File: src/hw/game_port_defines.svh
// Register indices, field positions, reset values and timing counts for the game port input block.
// Assumes inclusion by bare name from the design module.
`ifndef GAME_PORT_DEFINES_SVH
`define GAME_PORT_DEFINES_SVH

// ----------------------------------------------------------------
// Register indices on the plain register port
// ----------------------------------------------------------------
`define GP_REG_LEFT_MOTION   4'h0
`define GP_REG_RIGHT_MOTION  4'h1
`define GP_REG_LEFT_POT      4'h2
`define GP_REG_RIGHT_POT     4'h3
`define GP_REG_POT_START     4'h4
`define GP_REG_INPUT_STATUS  4'h5

// ----------------------------------------------------------------
// Field positions
// ----------------------------------------------------------------
`define GP_POT_START_BIT     0
`define GP_STAT_POT_LSB      0
`define GP_STAT_FIRE_LSB     6
`define GP_STAT_BUSY_BIT     8

// ----------------------------------------------------------------
// Reset values and timing counts
// ----------------------------------------------------------------
`define GP_COUNT_RESET       8'h00
`define GP_READ_IDLE         16'h0000
`define GP_POT_RESET_LINES   8

`endif

File: src/hw/game_port_pkg.sv
// Types shared by the game port input block: pin carriers and the pot measurement states.
// Assumes nothing beyond a SystemVerilog compiler.
package game_port_pkg;

   // Quadrature pins of one port; all active low as they arrive at the connector.
   typedef struct packed {
      logic vert_phase_a;
      logic vertical_phase_b_input;
      logic horiz_phase_a;
      logic horizontal_phase_b_input;
   } quad_pins_s;

   // Every asynchronous pin the block samples, port 1 in the upper entries.
   typedef struct packed {
      quad_pins_s [1:0] quad;
      logic [1:0]       fire_n;
      logic [3:0]       pot_high;
   } pin_in_s;

   typedef enum logic [1:0] {
      POT_IDLE,
      POT_DUMP,
      POT_CHARGE
   } pot_state_e;

endpackage : game_port_pkg

File: src/hw/game_port_input_counters.sv
// Game port input logic for two controller ports: quadrature motion counters, switch states and pot counters.
// Assumes pins arrive asynchronously, line_tick is a one-cycle pulse per horizontal scan line on clk,
// and pot_high comes from external threshold comparators on the timing capacitors.
`include "game_port_defines.svh"

module game_port_input_counters #(
   parameter int unsigned POT_RESET_LINES = `GP_POT_RESET_LINES
) (
   // Clock and reset
   input  wire logic                  clk,
   input  wire logic                  rst,
   // Register port
   input  wire logic [3:0]            addr,
   input  wire logic [15:0]           wdata,
   input  wire logic                  wr,
   input  wire logic                  rd,
   output logic      [15:0]           rdata,
   // Connector pins and video timing
   input  game_port_pkg::pin_in_s     pins,
   input  wire logic                  line_tick,
   // Outputs to the analog front end and peripheral port
   output logic      [3:0]            pot_discharge,
   output logic      [1:0]            fire_bits,
   output logic                       light_pen_trigger
);
   import game_port_pkg::*;

   localparam int PW = $bits(pin_in_s);
   localparam int LW = $clog2(POT_RESET_LINES + 1);

   initial
   begin
      if (POT_RESET_LINES < 1 || POT_RESET_LINES > 255)
      begin
         $error("POT_RESET_LINES out of range");
      end
   end

   // ----------------------------------------------------------------
   // Pin synchronisers
   // ----------------------------------------------------------------
   // A bit only moves once the second and third stages agree, which also rejects single-cycle glitches.
   logic [PW-1:0] sync1;
   logic [PW-1:0] sync2;
   logic [PW-1:0] sync3;
   logic [PW-1:0] filt;
   pin_in_s       clean;

   always_ff @(posedge clk or posedge rst)
   begin
      if (rst)
      begin
         sync1 <= '1;
         sync2 <= '1;
         sync3 <= '1;
         filt  <= '1;
      end
      else
      begin
         sync1 <= pins;
         sync2 <= sync1;
         sync3 <= sync2;
         filt  <= (sync3 & ~(sync2 ^ sync3)) | (filt & (sync2 ^ sync3));
      end
   end

   assign clean = pin_in_s'(filt);

   // ----------------------------------------------------------------
   // Quadrature decode
   // ----------------------------------------------------------------
   // The two low counter bits are the phase position in true sense, so the switch levels show through.
   function automatic logic [1:0] phase_code(input logic a_n, input logic b_n);
      phase_code = {~b_n, a_n ^ b_n};
   endfunction : phase_code

   function automatic logic [7:0] step_count(input logic [7:0] cnt, input logic [1:0] code);
      if (code == cnt[1:0] + 2'd1)
      begin
         step_count = cnt + 8'd1;
      end
      else if (code == cnt[1:0] - 2'd1)
      begin
         step_count = cnt - 8'd1;
      end
      else
      begin
         step_count = {cnt[7:2], code};
      end
   endfunction : step_count

   logic [7:0] vert_count [2];
   logic [7:0] horiz_count [2];
   logic       primed;

   // The first cycle after reset only adopts the filter's reset phase (code 0), so a resting mouse at another phase still steps once its pins come through.
   always_ff @(posedge clk or posedge rst)
   begin
      if (rst)
      begin
         primed         <= 1'b0;
         vert_count[0]  <= `GP_COUNT_RESET;
         vert_count[1]  <= `GP_COUNT_RESET;
         horiz_count[0] <= `GP_COUNT_RESET;
         horiz_count[1] <= `GP_COUNT_RESET;
      end
      else
      begin
         primed <= 1'b1;
         for (int p = 0; p < 2; p++)
         begin
            if (!primed)
            begin
               vert_count[p]  <= {6'h00, phase_code(clean.quad[p].vert_phase_a,
                                                    clean.quad[p].vertical_phase_b_input)};
               horiz_count[p] <= {6'h00, phase_code(clean.quad[p].horiz_phase_a,
                                                    clean.quad[p].horizontal_phase_b_input)};
            end
            else
            begin
               vert_count[p]  <= step_count(vert_count[p], phase_code(clean.quad[p].vert_phase_a,
                                            clean.quad[p].vertical_phase_b_input));
               horiz_count[p] <= step_count(horiz_count[p], phase_code(clean.quad[p].horiz_phase_a,
                                            clean.quad[p].horizontal_phase_b_input));
            end
         end
      end
   end

   // ----------------------------------------------------------------
   // Pot measurement sequencer
   // ----------------------------------------------------------------
   pot_state_e     pot_state;
   logic [LW-1:0]  dump_lines;
   logic           pot_start;
   logic           dump_last;
   logic [7:0]     pot_count [4];
   logic [3:0]     pot_done;

   assign pot_start = wr && (addr == `GP_REG_POT_START) && wdata[`GP_POT_START_BIT];
   assign dump_last = (pot_state == POT_DUMP) && line_tick && (dump_lines == LW'(POT_RESET_LINES - 1));

   always_ff @(posedge clk or posedge rst)
   begin
      if (rst)
      begin
         pot_state     <= POT_IDLE;
         dump_lines    <= '0;
         pot_discharge <= 4'h0;
      end
      else
      begin
         case (pot_state)
            POT_IDLE, POT_CHARGE:
            begin
               if (pot_start)
               begin
                  pot_state     <= POT_DUMP;
                  dump_lines    <= '0;
                  pot_discharge <= 4'hf;
               end
            end
            POT_DUMP:
            begin
               if (pot_start)
               begin
                  dump_lines <= '0;
               end
               else if (dump_last)
               begin
                  pot_state     <= POT_CHARGE;
                  pot_discharge <= 4'h0;
               end
               else if (line_tick)
               begin
                  dump_lines <= dump_lines + LW'(1);
               end
            end
            default:
            begin
               pot_state     <= POT_IDLE;
               pot_discharge <= 4'h0;
            end
         endcase
      end
   end

   // Index order: left X, left Y, right X, right Y.
   always_ff @(posedge clk or posedge rst)
   begin
      if (rst)
      begin
         pot_done <= 4'h0;
         for (int i = 0; i < 4; i++)
         begin
            pot_count[i] <= `GP_COUNT_RESET;
         end
      end
      else if (pot_start)
      begin
         pot_done <= 4'h0;
         for (int i = 0; i < 4; i++)
         begin
            pot_count[i] <= `GP_COUNT_RESET;
         end
      end
      else if (pot_state == POT_CHARGE && line_tick)
      begin
         for (int i = 0; i < 4; i++)
         begin
            if (pot_done[i] || clean.pot_high[i])
            begin
               pot_done[i] <= 1'b1;
            end
            else
            begin
               pot_count[i] <= pot_count[i] + 8'd1;
            end
         end
      end
   end

   // ----------------------------------------------------------------
   // Register read port
   // ----------------------------------------------------------------
   // Pot pin levels are readable so a second or third button on a pot line can be sensed.
   logic [15:0] read_word;

   always_comb
   begin
      read_word = `GP_READ_IDLE;
      case (addr)
         `GP_REG_LEFT_MOTION:  read_word = {vert_count[0], horiz_count[0]};
         `GP_REG_RIGHT_MOTION: read_word = {vert_count[1], horiz_count[1]};
         `GP_REG_LEFT_POT:     read_word = {pot_count[1], pot_count[0]};
         `GP_REG_RIGHT_POT:    read_word = {pot_count[3], pot_count[2]};
         `GP_REG_INPUT_STATUS:
         begin
            read_word[`GP_STAT_POT_LSB +: 4]  = clean.pot_high;
            read_word[`GP_STAT_FIRE_LSB +: 2] = clean.fire_n;
            read_word[`GP_STAT_BUSY_BIT]      = (pot_state == POT_DUMP);
         end
         default:              read_word = `GP_READ_IDLE;
      endcase
   end

   // Read data stand for exactly the cycle after the strobe, zero otherwise.
   always_ff @(posedge clk or posedge rst)
   begin
      if (rst)
      begin
         rdata <= `GP_READ_IDLE;
      end
      else
      begin
         rdata <= rd ? read_word : `GP_READ_IDLE;
      end
   end

   // ----------------------------------------------------------------
   // Peripheral fire bits and light pen trigger
   // ----------------------------------------------------------------
   // Fire buttons arrive on their own fire_n pins and appear as fire_bits and as status bits 6 and 7.
   always_ff @(posedge clk or posedge rst)
   begin
      if (rst)
      begin
         fire_bits         <= 2'b11;
         light_pen_trigger <= 1'b0;
      end
      else
      begin
         fire_bits         <= clean.fire_n;
         light_pen_trigger <= ~clean.fire_n[0];
      end
   end

   // ----------------------------------------------------------------
   // Assertions
   // ----------------------------------------------------------------
   a_start_clears_pots: assert property (@(posedge clk) disable iff (rst)
      pot_start |=> (pot_count[0] == 8'h00) && (pot_count[3] == 8'h00) && (pot_state == POT_DUMP))
      else $error("pot start did not clear counters");

   a_dump_discharge: assert property (@(posedge clk) disable iff (rst)
      (pot_state == POT_DUMP) |-> (pot_discharge == 4'hf) && (pot_count[0] == 8'h00))
      else $error("capacitors not held during dump");

   a_pot_count_step: assert property (@(posedge clk) disable iff (rst)
      (pot_state == POT_CHARGE && line_tick && !pot_start && !pot_done[0] && !clean.pot_high[0])
      |=> pot_count[0] == $past(pot_count[0]) + 8'd1)
      else $error("pot counter missed a line");

   a_pot_count_hold: assert property (@(posedge clk) disable iff (rst)
      (pot_done[2] && !pot_start) |=> $stable(pot_count[2]) && pot_done[2])
      else $error("pot counter moved after threshold");

   a_pot_wraps: assert property (@(posedge clk) disable iff (rst)
      (pot_state == POT_CHARGE && line_tick && !pot_start && !pot_done[3] && !clean.pot_high[3]
       && pot_count[3] == 8'hff) |=> pot_count[3] == 8'h00)
      else $error("pot counter did not wrap");

   a_motion_wraps: assert property (@(posedge clk) disable iff (rst)
      (primed && horiz_count[0] == 8'hff && phase_code(clean.quad[0].horiz_phase_a,
       clean.quad[0].horizontal_phase_b_input) == 2'b00) |=> horiz_count[0] == 8'h00)
      else $error("motion counter did not wrap up");

   a_switch_bits: assert property (@(posedge clk) disable iff (rst)
      primed |=> (horiz_count[1][1] == !$past(clean.quad[1].horizontal_phase_b_input))
                 && (vert_count[1][1] == !$past(clean.quad[1].vertical_phase_b_input)))
      else $error("switch bits do not follow pins");

   a_read_latency: assert property (@(posedge clk) disable iff (rst)
      (rd && addr == `GP_REG_RIGHT_POT) |=> rdata == {$past(pot_count[3]), $past(pot_count[2])})
      else $error("pot read data wrong or late");

   a_read_idle: assert property (@(posedge clk) disable iff (rst)
      (!rd || addr > `GP_REG_INPUT_STATUS) |=> rdata == 16'h0000)
      else $error("read data outside read slot");

   a_fire_sense: assert property (@(posedge clk) disable iff (rst)
      ##1 fire_bits == $past(clean.fire_n) && light_pen_trigger == !$past(clean.fire_n[0]))
      else $error("fire bits not open-high");

endmodule : game_port_input_counters

File: config.mk
export PLATFORM = sky130hd
export DESIGN_NAME = game_port_input_counters
export DESIGN_NICKNAME = d
export VERILOG_FILES = /design/src/hw/game_port_pkg.sv /design/src/hw/game_port_input_counters.sv
export VERILOG_INCLUDE_DIRS = /design/src /design/src/hw
export SDC_FILE = /design/constraint.sdc
export NUM_CORES = 1
export LEC_CHECK = 0
export ABC_AREA = 1
export BUFFER_PORTS_ARGS = -buffer_cell sky130_fd_sc_hd__buf_4
export CAP_MARGIN = 15
export CORE_UTILIZATION = 48
export CTS_CLUSTER_DIAMETER = 150
export DETAILED_ROUTE_END_ITERATION = 8
export PLACE_DENSITY = 0.66
export SLEW_MARGIN = 40
export SYNTH_ARGS = -nofsm -noshare
export SYNTH_HDL_FRONTEND = slang
export SYNTH_SLANG_ARGS = --single-unit
File: constraint.sdc
create_clock -name clk -period 13.3 [get_ports clk]
set_clock_uncertainty 0.05 [all_clocks]
set_input_delay 2.66 -clock clk [delete_from_list [all_inputs] [get_ports clk]]
set_output_delay 2.66 -clock clk [all_outputs]
set_load 0.01 [all_outputs]
Word-level counts from Yosys, hierarchy flattened
Cells that the tools add are included.

Register bits: 154. Input bits: 39. Output and inout bits: 23. Logic and storage cells: 161.

Add/subtract/negate cells: 21. Equality and inequality tests: 29. Mux-type cells: 42. Bitwise gates (word level): 14. Reductions and logical operators: 28.

Operators with widths (number): 8-bit 2-to-1 mux (16); 8-bit by 1-bit adder with 8-bit output (second input constant) (8); 32-bit 2-to-1 mux (2); 4-bit 2-to-1 mux (9); 8-bit by 1-bit subtractor with 8-bit output (second input constant) (4); 14-bit AND (2); 7-bit case mux with 4 select lines (1); 4-bit case mux with 5 select lines (1); 2-bit == test (8); 16-bit 2-to-1 mux (1); 4-bit case mux with 2 select lines (2); 2-bit AND reduction (8); 3-bit case mux with 5 select lines (1); 2-bit != test (second input constant) (7); 14-bit NOT (1); 14-bit bitwise OR (1); 14-bit bitwise XOR (1); 4-bit by 3-bit == test with 1-bit output (second input constant) (3); 3-bit by 1-bit != test with 1-bit output (second input constant) (4); 2-bit nonzero test (6); 2-bit by 1-bit adder with 2-bit output (second input constant) (4); 4-bit by 2-bit == test with 1-bit output (second input constant) (2); 2-bit case mux with 4 select lines (1); 2-bit by 1-bit subtractor with 2-bit output (second input constant) (4); 17 further kinds (37).

Depth between registers and ports, before layout
Word-level depth: 6. Mapped depth: 9.

Least setup slack after synthesis
Ideal clock, no wire load.

Kind: input -> register. From: input addr[1]. To: register pot_count[5] (netlist bit). Setup time: 117 ps. Arrival: 3414 ps. Required time: 13133 ps. Setup slack: 9719 ps. Stages: 6. Path buffers: 2. Path through: nor2_1 nand3_2 buf_6 buf_6 nand3_1 nand2_1.

Cells in the longest elaborated chain, start to end: 5. Elaborated cells between the ends (all ways): 7. Those cells by class: eq/ne: 2; mux: 1; reduce/logical: 4.

Ends and longest elaborated chain: from (decl) (RTL line game_port_input_counters.sv:13) `input wire logic [3:0] addr,`; 4-bit by 3-bit == test with 1-bit output (no line) (*); 1-bit logical AND (*) (2 in a row) (RTL line game_port_input_counters.sv:140) `` assign pot_start = wr && (addr == `GP_REG_POT_START) && wdata[`GP_POT_START_BIT]; ``; 2-bit != test (no line) or 2-bit nonzero test (tied branches); 2-bit AND reduction (no line); to (signal, indexed assignment) (RTL line game_port_input_counters.sv:196) `` pot_count[i] <= `GP_COUNT_RESET; ``; to (signal, indexed assignment) (RTL line game_port_input_counters.sv:204) `` pot_count[i] <= `GP_COUNT_RESET; ``; to (signal, indexed assignment) (RTL line game_port_input_counters.sv:217) `pot_count[i] <= pot_count[i] + 8'd1;`; to (decl) (RTL line game_port_input_counters.sv:137) `logic [7:0] pot_count [4];`.

Mark *: on every way between the ends. The rest lies on a longest branch, timed or not. A chain may end at the register's enable or synchronous reset.

Final worst setup path
From: input addr[1]. To: register rdata[3].

Cells in the longest elaborated chain, start to end: 3. Elaborated cells between the ends (all ways): 7. Those cells by class: eq/ne: 4; mux: 2; reduce/logical: 1.

Ends and longest elaborated chain: 4-bit by 3-bit == test with 1-bit output, or another cell as far along (RTL line game_port_input_counters.sv:232) `case (addr)`; 4-bit case mux with 5 select lines (*) (RTL line game_port_input_counters.sv:232); 16-bit 2-to-1 mux (no line) (*); to (signal assigned) (RTL line game_port_input_counters.sv:252) `` rdata <= `GP_READ_IDLE; ``; to (signal assigned) (RTL line game_port_input_counters.sv:256) `` rdata <= rd ? read_word : `GP_READ_IDLE; ``; to (decl) (RTL line game_port_input_counters.sv:17) `output logic [15:0] rdata,`.

Marks and branches as above.

==> metrics.txt <==
# TYPE chip_impl_metric gauge
chip_impl_info{name="result_of_the_run",value="finished clean"} 1
chip_impl_metric{name="report.final.hold_viol_count",unit=""} 0
chip_impl_metric{name="groute.usage.overall",unit="%"} 21.47
chip_impl_metric{name="final_layout_size_suffix_gt1_share",unit="%"} 15.37
chip_impl_metric{name="die_area",unit="sq um"} 16840
chip_impl_metric{name="routed_wire_length_per_instance",unit="um"} 13.51
chip_impl_metric{name="post_synth_instance_area",unit="sq um"} 7836
chip_impl_metric{name="tightestPinTransition",unit="ns"} 0.7193
chip_impl_metric{name="number_of_nets_produced_by_synthesis",unit=""} 1029
chip_impl_metric{name="flip_flop_and_latch_count_after_synthesis",unit=""} 151
chip_impl_metric{name="floorplan.io_pins",unit=""} 62
chip_impl_metric{name="fin_tns_setup",unit="ns"} 0
chip_impl_metric{name="final_area",unit="sq um"} 8939
chip_impl_metric{name="yosys.cell_types.count",unit=""} 34
chip_impl_metric{name="worst_skew_pair.late_latency",unit="ns"} 0.43
chip_impl_metric{name="critical_path.max_stage_delay",unit="ns"} 0.35
chip_impl_info{name="critPathSlowestCell",value="nand2_1"} 1
chip_impl_info{name="end_kind",value="flip-flop"} 1
chip_impl_metric{name="violation_count_after_the_first_detailed_routing_iteration",unit=""} 431
chip_impl_metric{name="number_of_cells_upsized_or_downsized_after_cts",unit=""} 0
chip_impl_metric{name="globalplace.congestion",unit=""} 0.8570
chip_impl_info{name="critical_path.most_common_cell",value="nor2_1"} 1
chip_impl_metric{name="postLayoutCoreUtil",unit="%"} 56.27
chip_impl_metric{name="path_depth",unit=""} 8
chip_impl_metric{name="power-per-cell-area",unit="nW/um^2"} 154.8
chip_impl_metric{name="syn_to_final_growth",unit="%"} 14.07
chip_impl_metric{name="drt_drc_violations_left",unit=""} 0
chip_impl_info{name="timing.critical_path.cells",value="buf_4 -> nor2_1 -> nand2_1 -> inv_1 -> nand2_1 -> o211ai_1 -> nor2_1 -> nor2_1"} 1
chip_impl_metric{name="dpl_cells",unit=""} 1212
chip_impl_metric{name="maximum_number_of_pins_on_one_net_before_global_route_repair",unit=""} 82
chip_impl_info{name="cts_root_buffer",value="clkbuf_16"} 1
chip_impl_metric{name="postRouteAntennaNets",unit=""} 0
chip_impl_metric{name="yosys_warnings",unit=""} 0
chip_impl_metric{name="die_h",unit="um"} 129.8
chip_impl_metric{name="rr_worst_depth",unit=""} 9
chip_impl_metric{name="p_leak",unit="nW"} 4.344
chip_impl_info{name="category_of_cells_accounting_for_the_largest_share_of_critical_path_delay",value="simple AND/OR/NAND/NOR gates"} 1
chip_impl_metric{name="vias_per_cell",unit=""} 5.135
chip_impl_info{name="cts_tree",value="yes"} 1
chip_impl_metric{name="cts_max_path_buffers",unit=""} 2
chip_impl_metric{name="global_route.overflow_total",unit=""} 0
chip_impl_metric{name="post_route_fraction_of_the_period_consumed_by_the_critical_path",unit="%"} 28.71
chip_impl_metric{name="slew-limit-headroom",unit="%"} 52.05
chip_impl_metric{name="clock.fmax",unit="GHz"} 0.2619
chip_impl_metric{name="detailed_place.area",unit="sq um"} 8322
chip_impl_metric{name="finalSetupViolCount",unit=""} 0
chip_impl_metric{name="worstPathMaxFanout",unit=""} 12
chip_impl_metric{name="grt_pass1_vias",unit=""} 5750
chip_impl_metric{name="antenna_found_initial",unit=""} 0
chip_impl_metric{name="holdPathStages",unit=""} 0
chip_impl_metric{name="detail_route.wirelength",unit="um"} 16810
chip_impl_info{name="grt_setup_unrepaired",value="false"} 1
chip_impl_metric{name="whs",unit="ns"} 0.3027
chip_impl_metric{name="post_detail_place_hpwl",unit="um"} 11690
chip_impl_metric{name="max_cap_violations",unit=""} 0
chip_impl_info{name="cp-start-kind",value="input port"} 1
chip_impl_info{name="hp-class",value="flip-flop to flip-flop"} 1
chip_impl_metric{name="post_synth_inst_count",unit=""} 977
chip_impl_metric{name="start_util",unit="%"} 49.33
chip_impl_metric{name="synth_seq_area_share",unit="%"} 49.15
chip_impl_metric{name="count_of_final_max_slew_check_failures",unit=""} 0
chip_impl_metric{name="finalNetCount",unit=""} 1067
chip_impl_metric{name="post-route-min-period",unit="ns"} 3.819
chip_impl_metric{name="n_antenna_cell",unit=""} 0
chip_impl_metric{name="routed-via-count",unit=""} 6388
chip_impl_metric{name="ir_drop",unit="mV"} 0.1147
chip_impl_metric{name="clkTransAtPathRegs",unit="ns"} 0.06
chip_impl_info{name="path_class",value="input port to flip-flop"} 1
chip_impl_metric{name="tritoncts.num_buffers",unit=""} 17
chip_impl_metric{name="synthesis.area_per_instance",unit="sq um"} 8.021
chip_impl_metric{name="area_of_the_core",unit="sq um"} 15890
chip_impl_metric{name="drt_first_pass_iters",unit=""} 5
chip_impl_metric{name="worst_ep_arrival_time",unit="ns"} 4.10
chip_impl_metric{name="cts.htree.levels",unit=""} 4
chip_impl_metric{name="number_of_buffers_and_inverters_on_the_critical_path",unit=""} 2
chip_impl_metric{name="core.rowCount",unit=""} 46
chip_impl_metric{name="cts.repair_timing.setup_buffer_count",unit=""} 0
chip_impl_metric{name="die_w",unit="um"} 129.8
chip_impl_metric{name="port_buffers",unit=""} 46
chip_impl_metric{name="cts_hold_repair.buffers",unit=""} 0
chip_impl_metric{name="cts.sink_count",unit=""} 151
chip_impl_metric{name="grt_first_pass_wirelength",unit="um"} 27770
chip_impl_metric{name="layoutNonFillerInstCount",unit=""} 1244
chip_impl_metric{name="required",unit="ns"} 13.59
-- cells in the final DEF, fill, tap and decap left out, types with 2 or more instances in the layout --
cell        instances
nand2_1           261
nand3_1           129
inv_1             122
dfrtp_1            93
nor2_1             90
dfstp_2            58
buf_4              47
o21ai_0            35
xor2_1             23
o22ai_1            23
a21oi_1            22
clkbuf_16          18
nand4_1            17
maj3_1             14
ha_1               13
xnor2_1             9
nor3_1              7
o211ai_1            6
inv_2               5
nor2_2              4
inv_6               4
nor3_4              3
nand2_4             3
clkinvlp_4          3
nand3_2             2
clkbuf_8            2
bufinv_16           2
-- Yosys cell counts, drive strengths merged --
library cell,number,area share [%]
a211oi,1,0.096
a21oi,22,1.4
and2,1,0.080
buf,21,1.6
clkbuf,8,0.38
clkinv,1,0.048
conb,1,0.048
dfrtp,93,30
dfstp,58,19
ha,13,2.1
inv,128,6.1
maj3,14,1.8
nand2,265,13
nand3,132,8.7
nand4,17,1.4
nor2,95,4.8
nor3,10,1.1
o211ai,6,0.57
o21ai,36,2.3
o22ai,23,1.8
xnor2,9,1.0
xor2,23,2.6
-- stage by stage --
step           power (mW)  setup slack (ns)
4_1_cts             1.396             9.506
6_report            1.384             9.481
2_1_floorplan      0.8189             6.621
5_1_grt             1.469             9.317
3_5_place_dp       0.8903             9.049
3_3_place_gp       0.8840             8.930
-- area by class of cell --
type	count	area (sq um)
Tap cell	216	270.3
Timing Repair Buffer	48	364.1
Sequential cell	151	3851
Inverter	129	489.2
Multi-Input combinational cell	668	3347
Clock inverter	11	135.1
Fill cell	1475	6947
Clock buffer	21	481.7
-- where the power goes --
part	switching [mW]	total [mW]	internal [mW]
logic	0.185	0.288	0.104
clock network	0.195	0.496	0.301
registers	0.0765	0.600	0.523
total	0.456	1.38	0.928
-- flip-flops by register name (all words and copies together) (netlist names), named ones only --
signal and cells:
sync3 14, pot_discharge 1, light_pen_trigger 1, horiz_count 16, pot_done 4, primed 1
pot_count 32, vert_count 16, dump_lines 4, sync2 14, sync1 14, fire_bits 2
pot_state 2, rdata 16
-- metal layers --
layer / up-vias / routed length [um] / share of wire, % / track usage, %
met1: 2987 / 7772 / 46 / 28.70
li1: 3202 / - / - / -
met5: - / 0 / 0 / 0
met2: 166 / 7940 / 47 / 34.22
met3: 33 / 739 / 4.4 / 5.002
met4: 0 / 359 / 2.1 / 7.798
-- cell families (layout without fill, tap and decap cells) --
group,Yosys count,count (layout),share of synthesized area [%]
compound gates,88,88,6.211
xor+xnor,32,32,3.577
fa+ha+maj,27,27,3.864
buf+inv,158,209,8.143
flops,151,151,49.15
other cells,1,1,0.04785
simple gates,520,520,29.01
-- path summary, 6_finish.rpt --
check | slack (ns) | endpoint | startpoint
hold / removal | 0.30 | sync2[6]$_DFF_PP1_ | sync1[6]$_DFF_PP1_
setup / recovery | 9.48 | rdata[3]$_DFF_PP0_ | addr[1]
min in group asynchronous | 2.26 | dump_lines[1]$_DFFE_PP0P_ | rst
setup reg to reg | 11.07 | horiz_count[2]$_DFFE_PP0P_ | horiz_count[0]$_DFF_PP0_
max in group asynchronous | 9.82 | vert_count[15]$_DFFE_PP0P_ | rst
hold reg to reg | 0.30 | sync2[6]$_DFF_PP1_ | sync1[6]$_DFF_PP1_
Note: power is estimated with default switching activity, not from simulation.
